$ cat src/logic/t2cr_pkg.sv
package t2cr_pkg;
	// Special-function addresses of the timer registers
	localparam logic [7:0] ADDR_COUNT_LOW = 8'h8c;
	localparam logic [7:0] ADDR_CONTROL = 8'hc8;
	localparam logic [7:0] ADDR_CAPTURE_LOW = 8'hca;
	localparam logic [7:0] ADDR_CAPTURE_HIGH = 8'hcb;
	localparam logic [7:0] ADDR_COUNT_HIGH = 8'hcd;
	// Control bits are bit addresses c8..cf: upper five bits select the register
	localparam logic [4:0] CONTROL_BIT_PAGE = 5'h19;
	// Control field positions
	localparam int BIT_OVERFLOW = 7;
	localparam int BIT_EXTERNAL = 6;
	localparam int BIT_RX_BAUD = 5;
	localparam int BIT_TX_BAUD = 4;
	localparam int BIT_EXT_ENABLE = 3;
	localparam int BIT_RUN = 2;
	localparam int BIT_COUNTER = 1;
	localparam int BIT_CAPTURE = 0;
	// Reset values
	localparam logic [7:0] CONTROL_RESET = 8'h00;
	localparam logic [15:0] COUNT_RESET = 16'h0000;
	localparam logic [15:0] CAPTURE_RESET = 16'h0000;
	localparam logic [15:0] COUNT_ONE = 16'h0001;
	localparam logic [7:0] READ_UNMAPPED = 8'h00;
	// Trigger pin idles high, so a falling edge needs a high history
	localparam logic PIN_IDLE = 1'b1;
endpackage

$ cat src/logic/t2cr_fall_detect.sv
`timescale 1ns/1ns
module t2cr_fall_detect
	import t2cr_pkg::*;
(
	// Clock and reset
	input wire logic i_clock,
	input wire logic i_reset_n,
	// Pin level and edge
	input wire logic i_level,
	output logic o_fall
);
	logic prev_reg;
	logic prev_next;

	always_comb begin
		prev_next = i_level;
	end

	always_ff @(posedge i_clock or negedge i_reset_n) begin
		if (!i_reset_n) begin
			prev_reg <= PIN_IDLE;
		end else begin
			prev_reg <= prev_next;
		end
	end

	assign o_fall = prev_reg & ~i_level;
endmodule

$ cat src/logic/t2cr_timer.sv
`timescale 1ns/1ns
// Functional notes
// - Wrap from ffff (to 0000, or to the reload value) sets overflow flag
// - No overflow flag while any baud select
// - Overflow flag requests interrupt; software clears only
// - Pin-triggered capture/reload sets external flag
// - Receive baud select drives receiver baud clock
// - Transmit baud select drives transmitter baud clock
// - External enable lets pin falling edge trigger, except in baud
// - Counter advances only while run bit set
// - Counter select: pin events, else clock periods
// - Capture select: capture on each pin fall
// - Reload select: reload on overflow and pin
// - Capture select needs external enable, ignored in baud
// - Capture halves at ca/cb, count high cd
module t2cr_timer
	import t2cr_pkg::*;
#(
	parameter int WIDTH = 16
) (
	// Clock and reset
	input wire logic i_clock,
	input wire logic i_reset_n,
	// Byte access from the core
	input wire logic [7:0] i_sfr_addr,
	input wire logic i_sfr_write,
	input wire logic [7:0] i_sfr_wdata,
	output logic [7:0] o_sfr_rdata,
	// Single-bit access from the core
	input wire logic [7:0] i_bit_addr,
	input wire logic i_bit_write,
	input wire logic i_bit_wdata,
	output logic o_bit_rdata,
	// External trigger pin
	input wire logic i_external_trigger_pin,
	// Interrupt request and baud clocks
	output logic o_timer_request,
	output logic o_rx_baud_tick,
	output logic o_tx_baud_tick
);
	logic [7:0] control_reg, control_next;
	logic [WIDTH-1:0] count_reg, count_next;
	logic [WIDTH-1:0] capture_reg, capture_next;
	logic [7:0] rdata_reg, rdata_next;
	logic bit_rdata_reg, bit_rdata_next;
	logic rx_tick_reg, rx_tick_next;
	logic tx_tick_reg, tx_tick_next;
	logic pin_fall;
	logic baud_mode, step, wrap, pin_trigger, do_capture, do_reload, capture_mode;
	logic ctrl_byte_write, ctrl_bit_write;
	logic [7:0] ctrl_sw;

	t2cr_fall_detect u_fall (
		.i_clock(i_clock),
		.i_reset_n(i_reset_n),
		.i_level(i_external_trigger_pin),
		.o_fall(pin_fall)
	);

	// Event decode
	always_comb begin
		baud_mode = control_reg[BIT_RX_BAUD] | control_reg[BIT_TX_BAUD];
		// Counter mode steps on pin falls, timer mode on every clock
		step = control_reg[BIT_RUN] & (control_reg[BIT_COUNTER] ? pin_fall : 1'b1);
		wrap = step && (count_reg == {WIDTH{1'b1}});
		// Capture select is honoured only with external enable, never in baud mode
		capture_mode = control_reg[BIT_CAPTURE] & control_reg[BIT_EXT_ENABLE] & ~baud_mode;
		pin_trigger = control_reg[BIT_EXT_ENABLE] & pin_fall & ~baud_mode;
		do_capture = pin_trigger & capture_mode;
		// Baud generation always auto-reloads so the rate is set by the pair
		do_reload = (wrap & ~capture_mode) | (pin_trigger & ~capture_mode);
		ctrl_byte_write = i_sfr_write && (i_sfr_addr == ADDR_CONTROL);
		ctrl_bit_write = i_bit_write && (i_bit_addr[7:3] == CONTROL_BIT_PAGE);
	end

	// Control register: software value, then hardware sets win over clears
	always_comb begin
		ctrl_sw = control_reg;
		if (ctrl_byte_write) begin
			ctrl_sw = i_sfr_wdata;
		end else if (ctrl_bit_write) begin
			ctrl_sw[i_bit_addr[2:0]] = i_bit_wdata;
		end
		control_next = ctrl_sw;
		if (wrap && !baud_mode) begin
			control_next[BIT_OVERFLOW] = 1'b1;
		end
		if (pin_trigger) begin
			control_next[BIT_EXTERNAL] = 1'b1;
		end
	end

	// Count and capture pair
	always_comb begin
		count_next = count_reg;
		capture_next = capture_reg;
		if (do_reload) begin
			count_next = capture_reg;
		end else if (step) begin
			count_next = count_reg + COUNT_ONE;
		end
		// Software writes beat hardware on the count; the core owns it then
		if (i_sfr_write && i_sfr_addr == ADDR_COUNT_LOW) begin
			count_next[7:0] = i_sfr_wdata;
		end
		if (i_sfr_write && i_sfr_addr == ADDR_COUNT_HIGH) begin
			count_next[15:8] = i_sfr_wdata;
		end
		if (i_sfr_write && i_sfr_addr == ADDR_CAPTURE_LOW) begin
			capture_next[7:0] = i_sfr_wdata;
		end
		if (i_sfr_write && i_sfr_addr == ADDR_CAPTURE_HIGH) begin
			capture_next[15:8] = i_sfr_wdata;
		end
		// A captured count must not be lost to a racing write
		if (do_capture) begin
			capture_next = count_reg;
		end
	end

	// Read data and baud ticks, registered
	always_comb begin
		unique case (i_sfr_addr)
			ADDR_COUNT_LOW: rdata_next = count_reg[7:0];
			ADDR_COUNT_HIGH: rdata_next = count_reg[15:8];
			ADDR_CAPTURE_LOW: rdata_next = capture_reg[7:0];
			ADDR_CAPTURE_HIGH: rdata_next = capture_reg[15:8];
			ADDR_CONTROL: rdata_next = control_reg;
			default: rdata_next = READ_UNMAPPED;
		endcase
		bit_rdata_next = (i_bit_addr[7:3] == CONTROL_BIT_PAGE) ? control_reg[i_bit_addr[2:0]] : 1'b0;
		rx_tick_next = wrap & control_reg[BIT_RX_BAUD];
		tx_tick_next = wrap & control_reg[BIT_TX_BAUD];
	end

	always_ff @(posedge i_clock or negedge i_reset_n) begin
		if (!i_reset_n) begin
			control_reg <= CONTROL_RESET;
			count_reg <= COUNT_RESET;
			capture_reg <= CAPTURE_RESET;
			rdata_reg <= READ_UNMAPPED;
			bit_rdata_reg <= 1'b0;
			rx_tick_reg <= 1'b0;
			tx_tick_reg <= 1'b0;
		end else begin
			control_reg <= control_next;
			count_reg <= count_next;
			capture_reg <= capture_next;
			rdata_reg <= rdata_next;
			bit_rdata_reg <= bit_rdata_next;
			rx_tick_reg <= rx_tick_next;
			tx_tick_reg <= tx_tick_next;
		end
	end

	assign o_sfr_rdata = rdata_reg;
	assign o_bit_rdata = bit_rdata_reg;
	// Enable and priority live in the interrupt controller
	assign o_timer_request = control_reg[BIT_OVERFLOW] | control_reg[BIT_EXTERNAL];
	assign o_rx_baud_tick = rx_tick_reg;
	assign o_tx_baud_tick = tx_tick_reg;

	logic no_ctrl_write;
	logic no_count_write;
	assign no_ctrl_write = !ctrl_byte_write && !ctrl_bit_write;
	assign no_count_write = !(i_sfr_write &&
		(i_sfr_addr == ADDR_COUNT_LOW || i_sfr_addr == ADDR_COUNT_HIGH));
endmodule

$ cat config.mk
export PLATFORM = sky130hd
export DESIGN_NAME = t2cr_timer
export DESIGN_NICKNAME = d
export VERILOG_FILES = /design/src/logic/t2cr_pkg.sv /design/src/logic/t2cr_fall_detect.sv /design/src/logic/t2cr_timer.sv
export SDC_FILE = /design/constraint.sdc
export NUM_CORES = 1
export LEC_CHECK = 0
export ABC_AREA = 1
export BUFFER_PORTS_ARGS = -buffer_cell sky130_fd_sc_hd__buf_2
export CORE_MARGIN = 5
export CORE_UTILIZATION = 50
export DETAILED_ROUTE_END_ITERATION = 12
export GPL_TIMING_DRIVEN = 0
export PLACE_DENSITY = 0.8
export SYNTH_ARGS = -nofsm -noshare
export SYNTH_HDL_FRONTEND = slang
export SYNTH_SLANG_ARGS = --single-unit
$ cat constraint.sdc
create_clock -name i_clock -period 1.5 [get_ports i_clock]
set_input_delay 0.075 -clock i_clock [delete_from_list [all_inputs] [get_ports i_clock]]
set_output_delay 0.075 -clock i_clock [all_outputs]
set_load 0.05 [all_outputs]
==> flow_metrics.env, run 1 <==
export IMPL_dp_slack_ns=-0.4974
export IMPL_synth_area_per_cell_sq_um=7.047
export IMPL_cts_buffers=5
export IMPL_ir_drop_mv=0.7150
export IMPL_synth_edf_count=0
export IMPL_num_antenna_cells=0
export IMPL_wl_per_cell_um=18.69
export IMPL_synth_ff_type="dfrtp_1"
export IMPL_period_needed_ns=1.723
export IMPL_crit_chain="nand2_1 -> nor2_1 -> inv_1 -> nor2_4 -> nand2_4 -> nand2_8 -> buf_12 -> buf_12 -> nand3_4 -> nand3_2 -> nand3_2"
export IMPL_cellLeakagePower_uw=0.002311
export IMPL_grt_antenna_before_repair=0
export IMPL_synth_top_area_share=0.3449
export IMPL_num_fill_cells=615
export IMPL_status="complete, but fails checks"
export IMPL_grt_pass1_wl_um=20460
export IMPL_yosys_top_cells_count="129 x nand2_1, 64 x inv_1, 60 x nand3_1, 51 x dfrtp_1, 42 x nor2_1"
export IMPL_syn_nets=556
export IMPL_end_kind="flop"
export IMPL_htree_levels=2
export IMPL_gp_congestion=0.9953
export IMPL_drt_iter0_markers=503
export IMPL_route_detailed_drc=0
export IMPL_fp_dieW_um=96.02
export IMPL_grt_usage=0.2957
export IMPL_cp_slowest_stage_delay_ns=0.44
export IMPL_failed_checks="negative setup slack"
export IMPL_tightest_slew_ns=1.218
export IMPL_die_height_um=96.02
export IMPL_clk_pin_slew_worst_paths_ns=0.11
export IMPL_die_area_sq_um=9220
export IMPL_skew_ns=0.006123
export IMPL_yosysSeqAreaShare=0.3520
export IMPL_root_buffer="clkbuf_8"
export IMPL_critPathArrivalTime_ns=1.93
export IMPL_grt_max_degree=53
export IMPL_worst_slack_ns=-0.2227
export IMPL_drive_gt1_frac=0.3532
export IMPL_syn2layout_area_growth_pct=31.32
export IMPL_maxSlewViolCount=0
export IMPL_ys_async_sr_fraction=1.000
export IMPL_post_route_period_util=1.148
export IMPL_synth_area_top_cells="dfrtp_1 34%, nand2_1 13%, nand3_1 8.1%"
export IMPL_clkLatencyLatePin_ns=0.31
export IMPL_final_hold_violation_count=0
export IMPL_yosysMostFrequentCell="nand2_1"
export IMPL_ys_warn_count=0
export IMPL_synth_cell_types=35
export IMPL_synth_seq_cells=52
export IMPL_clock_sinks=52
export IMPL_port_buffers=39
export IMPL_fin_setup_tns_ns=-3.217
export IMPL_crit_path_top_delay_cell="dfrtp_2"
export IMPL_relSlewSlack=0.1882
export IMPL_cp_max_fo=5
export IMPL_final_nets=633
export IMPL_grt_pass1_vias=3881
export IMPL_dr_pass1_iters=6
export IMPL_min_delay_path_class="input port to asynchronous set/reset pin"
export IMPL_clock_path_buffers=2
export IMPL_critical_path_class="flop to flop"
export IMPL_yosysTopAreaCell="dfrtp_1"
export IMPL_grt_remaining_overflow=0
export IMPL_drv_cap=0
export IMPL_num_rows=31
export IMPL_cts_tree="built"
export IMPL_vias=4031
export IMPL_core_area_sq_um=7214
export IMPL_syn_inst=525
export IMPL_finalSetupViolCount=28
export IMPL_vias_per_cell=5.742
export IMPL_max_freq_ghz=0.5805
export IMPL_startpoint_type="flop"
export IMPL_cp_required_ns=1.71
export IMPL_ant_nets=0
export IMPL_grt_setup_unrepaired="true"
export IMPL_ios=42
export IMPL_syn_cell_area_sq_um=3700
export IMPL_initial_core_util=0.5128
export IMPL_power_per_cell_area_nw_per_um2=956.0
export IMPL_hpwlAfterDp_um=9121
export IMPL_drt_total_wl_um=13120
cells in the final DEF, fill, tap and decap left out, types with 11 or more instances in the layout:
cell     count
nand3_1     43
nand3_2     22
buf_4       21
inv_2       18
nor2_4      19
buf_2       40
dfrtp_1     42
nand2_1    121
o21ai_0     21
o21ai_1     16
nand2_2     11
a21oi_1     11
nor2_1      23
inv_1       63
buf_6       12
metal layers:
| metal | GRT usage | part of all wire |
|---|---|---|
| met1 | 0.3972 | 0.40 |
| met4 | 0.1209 | 0.051 |
| met2 | 0.4675 | 0.46 |
| met3 | 0.05473 | 0.086 |
| met5 | 0 | 0 |
logic make-up after synthesis:
family / share of synthesized area
and+or+nand+nor: 0.4004
xor gates and xnor gates: 0.02131
buffers and inverters: 0.1109
DFF: 0.3520
adders and majority gates: 0.003381
AOI/OAI and AO/OA: 0.1119
through the flow:
step	total power (uW)	hold WS (ns)	instances	area, sq um	util
after floorplan	2772	-0.2206	525	3702	-
after global placement	3165	0.1989	663	4021	0.5574
after detailed placement	3211	0.2012	663	4021	0.5574
after CTS	4442	0.01820	697	4644	0.6438
after global routing	4911	0.03370	702	4858	0.6734
final	4645	0.00009426	702	4858	0.6734
worst paths after layout:
kind	slack, ns	endpoint	cells past startpoint	start
setup reg to reg	-0.22	count_reg[5]$_DFFE_PN0P_	11	count_reg[9]$_DFFE_PN0P_
setup / recovery	-0.22	count_reg[5]$_DFFE_PN0P_	11	count_reg[9]$_DFFE_PN0P_
hold reg to reg	0.54	capture_reg[14]$_DFFE_PN0P_	2	capture_reg[14]$_DFFE_PN0P_
min in group i_clock	0.03	control_reg[3]$_DFFE_PN0P_	3	i_sfr_wdata[3]
max in group asynchronous	0.67	count_reg[8]$_DFFE_PN0P_	1	i_reset_n
hold / removal	0.00009	o_bit_rdata$_DFF_PN0_	1	i_reset_n
what timing repair did:
action                     in CTS  in global routing
hold endpoints to repair        1                  0
setup endpoints to repair      35                 32
hold buffers                    1                  0
pin swaps                      30                 20
cloned                          2                  0
buffers inserted               23                  6
gates resized for setup        71                 50
critical path: cells and delay by family, from the launching register on:
| family | cells | cell delay [ns] |
|---|---|---|
| buf+inv | 3 | 0.31 |
| flops | 1 | 0.44 |
| simple gates | 8 | 0.86 |
report_power, final:
part,total (uW),internal [uW],switching [uW]
Combinational,1620,615,1010
Clock,1030,504,528
Sequential,1990,1670,325
cell type report:
type	instances	area (sq um)	share of cell area
Buffer	12	107.6	0.02215
Inverter	84	327.8	0.06747
Clock buffer	5	68.82	0.01416
Timing Repair Buffer	70	506.7	0.1043
Multi-Input combinational cell	377	2364	0.4865
Tap cell	99	123.9	0.02550
Clock inverter	3	46.29	0.009529
Sequential cell	52	1314	0.2704
Note: power is estimated with default switching activity, not from simulation.
==> run 2, diff against run 1 <==
--- a/config.mk
+++ b/config.mk
@@ -6,12 +6,12 @@
 export NUM_CORES = 1
 export LEC_CHECK = 0
 export ABC_AREA = 1
-export BUFFER_PORTS_ARGS = -buffer_cell sky130_fd_sc_hd__buf_2
+export BUFFER_PORTS_ARGS = -buffer_cell sky130_fd_sc_hd__clkbuf_2
 export CORE_MARGIN = 5
-export CORE_UTILIZATION = 50
+export CORE_UTILIZATION = 37
 export DETAILED_ROUTE_END_ITERATION = 12
 export GPL_TIMING_DRIVEN = 0
-export PLACE_DENSITY = 0.8
+export PLACE_DENSITY = 0.64
 export SYNTH_ARGS = -nofsm -noshare
 export SYNTH_HDL_FRONTEND = slang
 export SYNTH_SLANG_ARGS = --single-unit
==> flow_metrics.env, run 2 (synthesis gave the netlist of run 1 again) <==
export IMPL_cts_tree="built"
export IMPL_root_buffer="clkbuf_8"
export IMPL_syn2layout_area_growth_pct=30.20
export IMPL_grtUsageMet3=0.02970
export IMPL_final_nets=635
export IMPL_grt_pass1_wl_um=19150
export IMPL_failed_checks="negative setup slack"
export IMPL_grt_max_degree=53
export IMPL_crit_path_top_delay_cell="dfrtp_1"
export IMPL_port_buffers=39
export IMPL_finalSetupViolCount=31
export IMPL_power_uw=4408
export IMPL_grtUsageMet1=0.2891
export IMPL_hold_slack_ns=0.01893
export IMPL_initial_core_util=0.3785
export IMPL_maxSlewViolCount=0
export IMPL_crit_path_frequent_cell="nand2_1"
export IMPL_final_cells=738
export IMPL_status="complete, but fails checks"
export IMPL_clock_sinks=52
export IMPL_drt_total_wl_um=12550
export IMPL_gp_congestion=0.9323
export IMPL_die_height_um=110.0
export IMPL_fp_dieW_um=110.0
export IMPL_mostFrequentLayoutCell="nand2_1"
export IMPL_cts_buffers=5
export IMPL_grt_busiest_layer="met2"
export IMPL_grt_pass1_vias=3666
export IMPL_htree_levels=2
export IMPL_tightest_slew_ns=0.5631
export IMPL_fin_setup_tns_ns=-4.041
export IMPL_ios=42
export IMPL_crit_family="simple AND/OR/NAND/NOR gates"
export IMPL_final_core_util=0.4928
export IMPL_hpwlAfterDp_um=8946
export IMPL_end_kind="flop"
export IMPL_max_freq_ghz=0.5799
export IMPL_worst_slack_ns=-0.2244
export IMPL_vias=3914
export IMPL_final_cell_mix="114 x nand2_1, 63 x inv_1, 52 x nand3_1"
export IMPL_clk_pin_slew_worst_paths_ns=0.09
export IMPL_ant_nets=0
export IMPL_ir_drop_mv=0.4029
export IMPL_crit_buf_inv=0
export IMPL_grt_antenna_before_repair=0
export IMPL_cp_required_ns=1.70
export IMPL_grt_remaining_overflow=0
export IMPL_vias_per_cell=5.304
export IMPL_wl_per_cell_um=17.00
export IMPL_min_delay_path_class="input port to flop"
export IMPL_route_detailed_drc=0
export IMPL_dp_cells=697
export IMPL_cellLeakagePower_uw=0.002317
export IMPL_period_needed_ns=1.724
export IMPL_drive_gt1_frac=0.3339
export IMPL_grt_setup_unrepaired="true"
export IMPL_power_per_cell_area_nw_per_um2=915.0
export IMPL_critPathArrivalTime_ns=1.93
export IMPL_clock_path_buffers=2
export IMPL_startpoint_type="flop"
export IMPL_drv_cap=0
export IMPL_die_area_sq_um=12100
export IMPL_num_antenna_cells=0
export IMPL_crit_chain="ha_4 -> nand2_4 -> nor2_4 -> nand2_4 -> nor2_1 -> nand3_4 -> nand3_1 -> nand2_1 -> nand2_1 -> nand2_1"
export IMPL_grt_usage=0.2080
export IMPL_relSlewSlack=0.6232
export IMPL_dr_pass1_iters=6
export IMPL_skew_ns=0.01353
export IMPL_cp_slowest_stage_delay_ns=0.42
export IMPL_core_area_sq_um=9774
export IMPL_critical_path_class="flop to flop"
export IMPL_grt_use_met2=0.3263
export IMPL_cp_max_fo=8
export IMPL_drt_iter0_markers=544
export IMPL_clkLatencyLatePin_ns=0.32
export IMPL_post_route_period_util=1.150
export IMPL_final_hold_violation_count=0
export IMPL_num_rows=36
-- run 2: report_power, final --
part / switching, uW / leakage [uW] / internal, uW / total [uW]
clock: 484 / 0.0000455 / 378 / 862
sequential: 304 / 0.000640 / 1660 / 1960
combinational: 968 / 0.00163 / 616 / 1580
-- run 2: worst min-delay path: stages --
cell      delay, ns
clkbuf_2       0.11
nand2_1        0.07
nand2_1        0.04
-- run 2: routing by layer --
layer  routed length [um]  vias up  part of all wire
met1                 5358     1821              0.43
met4                  440        0             0.035
met3                 1054       37             0.084
li1                     -     1861                 -
met5                    0        -                 0
met2                 5694      195              0.45
-- run 2: worst paths after layout --
kind	startpoint	depth (start not counted)	endpoint	slack, ns
setup / recovery	count_reg[0]$_DFFE_PN0P_	10	count_reg[1]$_DFFE_PN0P_	-0.22
hold / removal	i_sfr_wdata[1]	3	control_reg[1]$_DFFE_PN0P_	0.02
setup reg to reg	count_reg[0]$_DFFE_PN0P_	10	count_reg[1]$_DFFE_PN0P_	-0.22
hold reg to reg	capture_reg[14]$_DFFE_PN0P_	2	capture_reg[14]$_DFFE_PN0P_	0.53
max in group asynchronous	i_reset_n	3	count_reg[7]$_DFFE_PN0P_	0.78
min in group asynchronous	i_reset_n	2	count_reg[3]$_DFFE_PN0P_	0.18
-- run 2: metrics by stage --
| step | setup WS (ns) | area [sq um] |
|---|---|---|
| 6_report | -0.2244 | 4817 |
| 4_1_cts | -0.2152 | 4454 |
| 3_5_place_dp | -0.5609 | 4064 |
| 5_1_grt | -0.2934 | 4817 |
| 3_3_place_gp | -0.5626 | 4064 |
| 2_1_floorplan | -0.08679 | 3702 |
-- run 2: what timing repair did --
item,4_1_cts,5_1_grt
setup buffers,17,11
hold buffers,1,1
gates cloned,2,0
hold endpoints to repair,1,12
resized for setup,35,67
endpoints found under the setup margin,35,33
pin swaps,25,24
-- run 2: layout make-up --
class | count | area, sq um
Sequential cell | 52 | 1308
Timing Repair Buffer | 72 | 553.0
Buffer | 12 | 107.6
Tap cell | 133 | 166.4
Clock buffer | 8 | 90.09
Multi-Input combinational cell | 377 | 2267
Fill cell | 948 | 4957
Inverter | 84 | 325.3
==> run 3, diff against run 2 <==
--- a/config.mk
+++ b/config.mk
@@ -12,6 +12,8 @@
 export DETAILED_ROUTE_END_ITERATION = 12
 export GPL_TIMING_DRIVEN = 0
 export PLACE_DENSITY = 0.64
+export SETUP_SLACK_MARGIN = 0.5
+export SKIP_CTS_REPAIR_TIMING = 1
 export SYNTH_ARGS = -nofsm -noshare
 export SYNTH_HDL_FRONTEND = slang
 export SYNTH_SLANG_ARGS = --single-unit
==> flow_metrics.env, run 3 (synthesis gave the netlist of run 1 again) <==
export IMPL_status="complete, but fails checks"
export IMPL_failed_checks="negative hold slack, negative setup slack"
export IMPL_min_delay_path_class="input port to asynchronous set/reset pin"
export IMPL_num_antenna_cells=0
export IMPL_cts_tree="built"
export IMPL_hpwlAfterDp_um=9056
export IMPL_grt_pass1_vias=3399
export IMPL_power_per_cell_area_nw_per_um2=898.2
export IMPL_final_hold_violation_count=51
export IMPL_syn2layout_area_growth_pct=37.71
export IMPL_gp_congestion=1.027
export IMPL_fp_dieW_um=110.0
export IMPL_final_cell_mix="120 x nand2_1, 55 x inv_1, 45 x nand3_1"
export IMPL_final_cells=748
export IMPL_post_route_period_util=1.214
export IMPL_final_nets=645
export IMPL_num_fill_cells=930
export IMPL_end_kind="flop"
export IMPL_initial_core_util=0.3785
export IMPL_grt_usage=0.2005
export IMPL_ir_drop_mv=0.4489
export IMPL_clock_path_buffers=2
export IMPL_drt_total_wl_um=13020
export IMPL_drive_gt1_frac=0.3805
export IMPL_finalSetupViolCount=32
export IMPL_drv_cap=0
export IMPL_clkLatencyLatePin_ns=0.32
export IMPL_vias_per_cell=5.378
export IMPL_period_needed_ns=1.822
export IMPL_power_uw=4576
export IMPL_grt_setup_unrepaired="true"
export IMPL_startpoint_type="flop"
export IMPL_cp_max_fo=5
export IMPL_grt_antenna_before_repair=0
export IMPL_clock_sinks=52
export IMPL_dp_slack_ns=-0.4577
export IMPL_ios=42
export IMPL_dp_cells=697
export IMPL_dr_pass1_iters=5
export IMPL_critical_path_class="flop to flop"
export IMPL_clk_pin_slew_worst_paths_ns=0.10
export IMPL_die_area_sq_um=12100
export IMPL_num_rows=36
export IMPL_grt_remaining_overflow=0
export IMPL_root_buffer="clkbuf_8"
export IMPL_die_height_um=110.0
export IMPL_grt_max_degree=53
export IMPL_maxSlewViolCount=0
export IMPL_max_freq_ghz=0.5489
export IMPL_cp_required_ns=1.72
export IMPL_tightest_slew_ns=0.7037
export IMPL_cellLeakagePower_uw=0.002405
export IMPL_hold_slack_ns=-0.2048
export IMPL_vias=4023
export IMPL_wl_per_cell_um=17.40
export IMPL_ant_nets=0
export IMPL_port_buffers=39
export IMPL_grt_pass1_wl_um=18310
export IMPL_route_detailed_drc=0
export IMPL_drt_iter0_markers=415
export IMPL_critPathArrivalTime_ns=2.04
export IMPL_htree_levels=2
export IMPL_cts_buffers=5
export IMPL_mostFrequentLayoutCell="nand2_1"
export IMPL_worst_slack_ns=-0.3217
export IMPL_relSlewSlack=0.5309
export IMPL_skew_ns=0.006088
export IMPL_core_area_sq_um=9774
run 3: worst max-delay path, stage by stage (launching register included):
cell and delay [ns]:
dfrtp_2 0.43, ha_4 0.17, nand2_4 0.05, nor2_4 0.13
nand2_4 0.08, nor2_4 0.21, nand2_4 0.13, nand2_8 0.13
clkbuf_16 0.17, nand3_2 0.07, nand3_2 0.08, nand3_2 0.07
run 3: layout make-up:
cell class                      instances  area (sq um)  share of cell area
Timing Repair Buffer                   80         674.4              0.1324
Clock buffer                            5         68.82             0.01351
Timing Repair inverter                  1         8.758            0.001719
Buffer                                 12         121.4             0.02382
Tap cell                              133         166.4             0.03266
Multi-Input combinational cell        378          2380              0.4671
Clock inverter                          3         23.77            0.004666
Inverter                               84         339.1             0.06655
Sequential cell                        52          1313              0.2576
run 3: final timing paths:
kind,to,from,cells past startpoint,slack [ns]
max in group asynchronous,count_reg[9]$_DFFE_PN0P_,i_reset_n,1,1.20
min reg2reg,capture_reg[10]$_DFFE_PN0P_,capture_reg[10]$_DFFE_PN0P_,2,0.53
min in group i_clock,control_reg[3]$_DFFE_PN0P_,i_sfr_wdata[3],3,0.01
max reg2reg,count_reg[8]$_DFFE_PN0P_,count_reg[0]$_DFFE_PN0P_,11,-0.32
max,count_reg[8]$_DFFE_PN0P_,count_reg[0]$_DFFE_PN0P_,11,-0.32
min,count_reg[0]$_DFFE_PN0P_,i_reset_n,1,-0.20
run 3: metrics by stage:
stage | cell area, sq um | utilization | setup TNS [ns] | hold WS [ns]
after floorplan | 3781 | - | -0.7257 | -0.2206
after global placement | 4143 | 0.4238 | -8.940 | 0.1874
after detailed placement | 4143 | 0.4238 | -9.323 | 0.1894
after CTS | 4235 | 0.4333 | -9.883 | -0.1415
after global routing | 5095 | 0.5212 | -7.656 | -0.1443
final | 5095 | 0.5212 | -5.973 | -0.2048
run 3: routing by layer:
| metal | vias up | GRT usage | share of wire |
|---|---|---|---|
| li1 | 1883 | - | - |
| met3 | 31 | 0.02388 | 0.079 |
| met4 | 0 | 0.05610 | 0.022 |
| met5 | - | 0 | 0 |
| met2 | 196 | 0.3146 | 0.47 |
| met1 | 1913 | 0.2908 | 0.43 |
run 3: power breakdown:
part	leakage, uW	switching [uW]	internal, uW
Clock	0.0000404	523	332
Combinational	0.00173	1020	718
Sequential	0.000635	314	1660
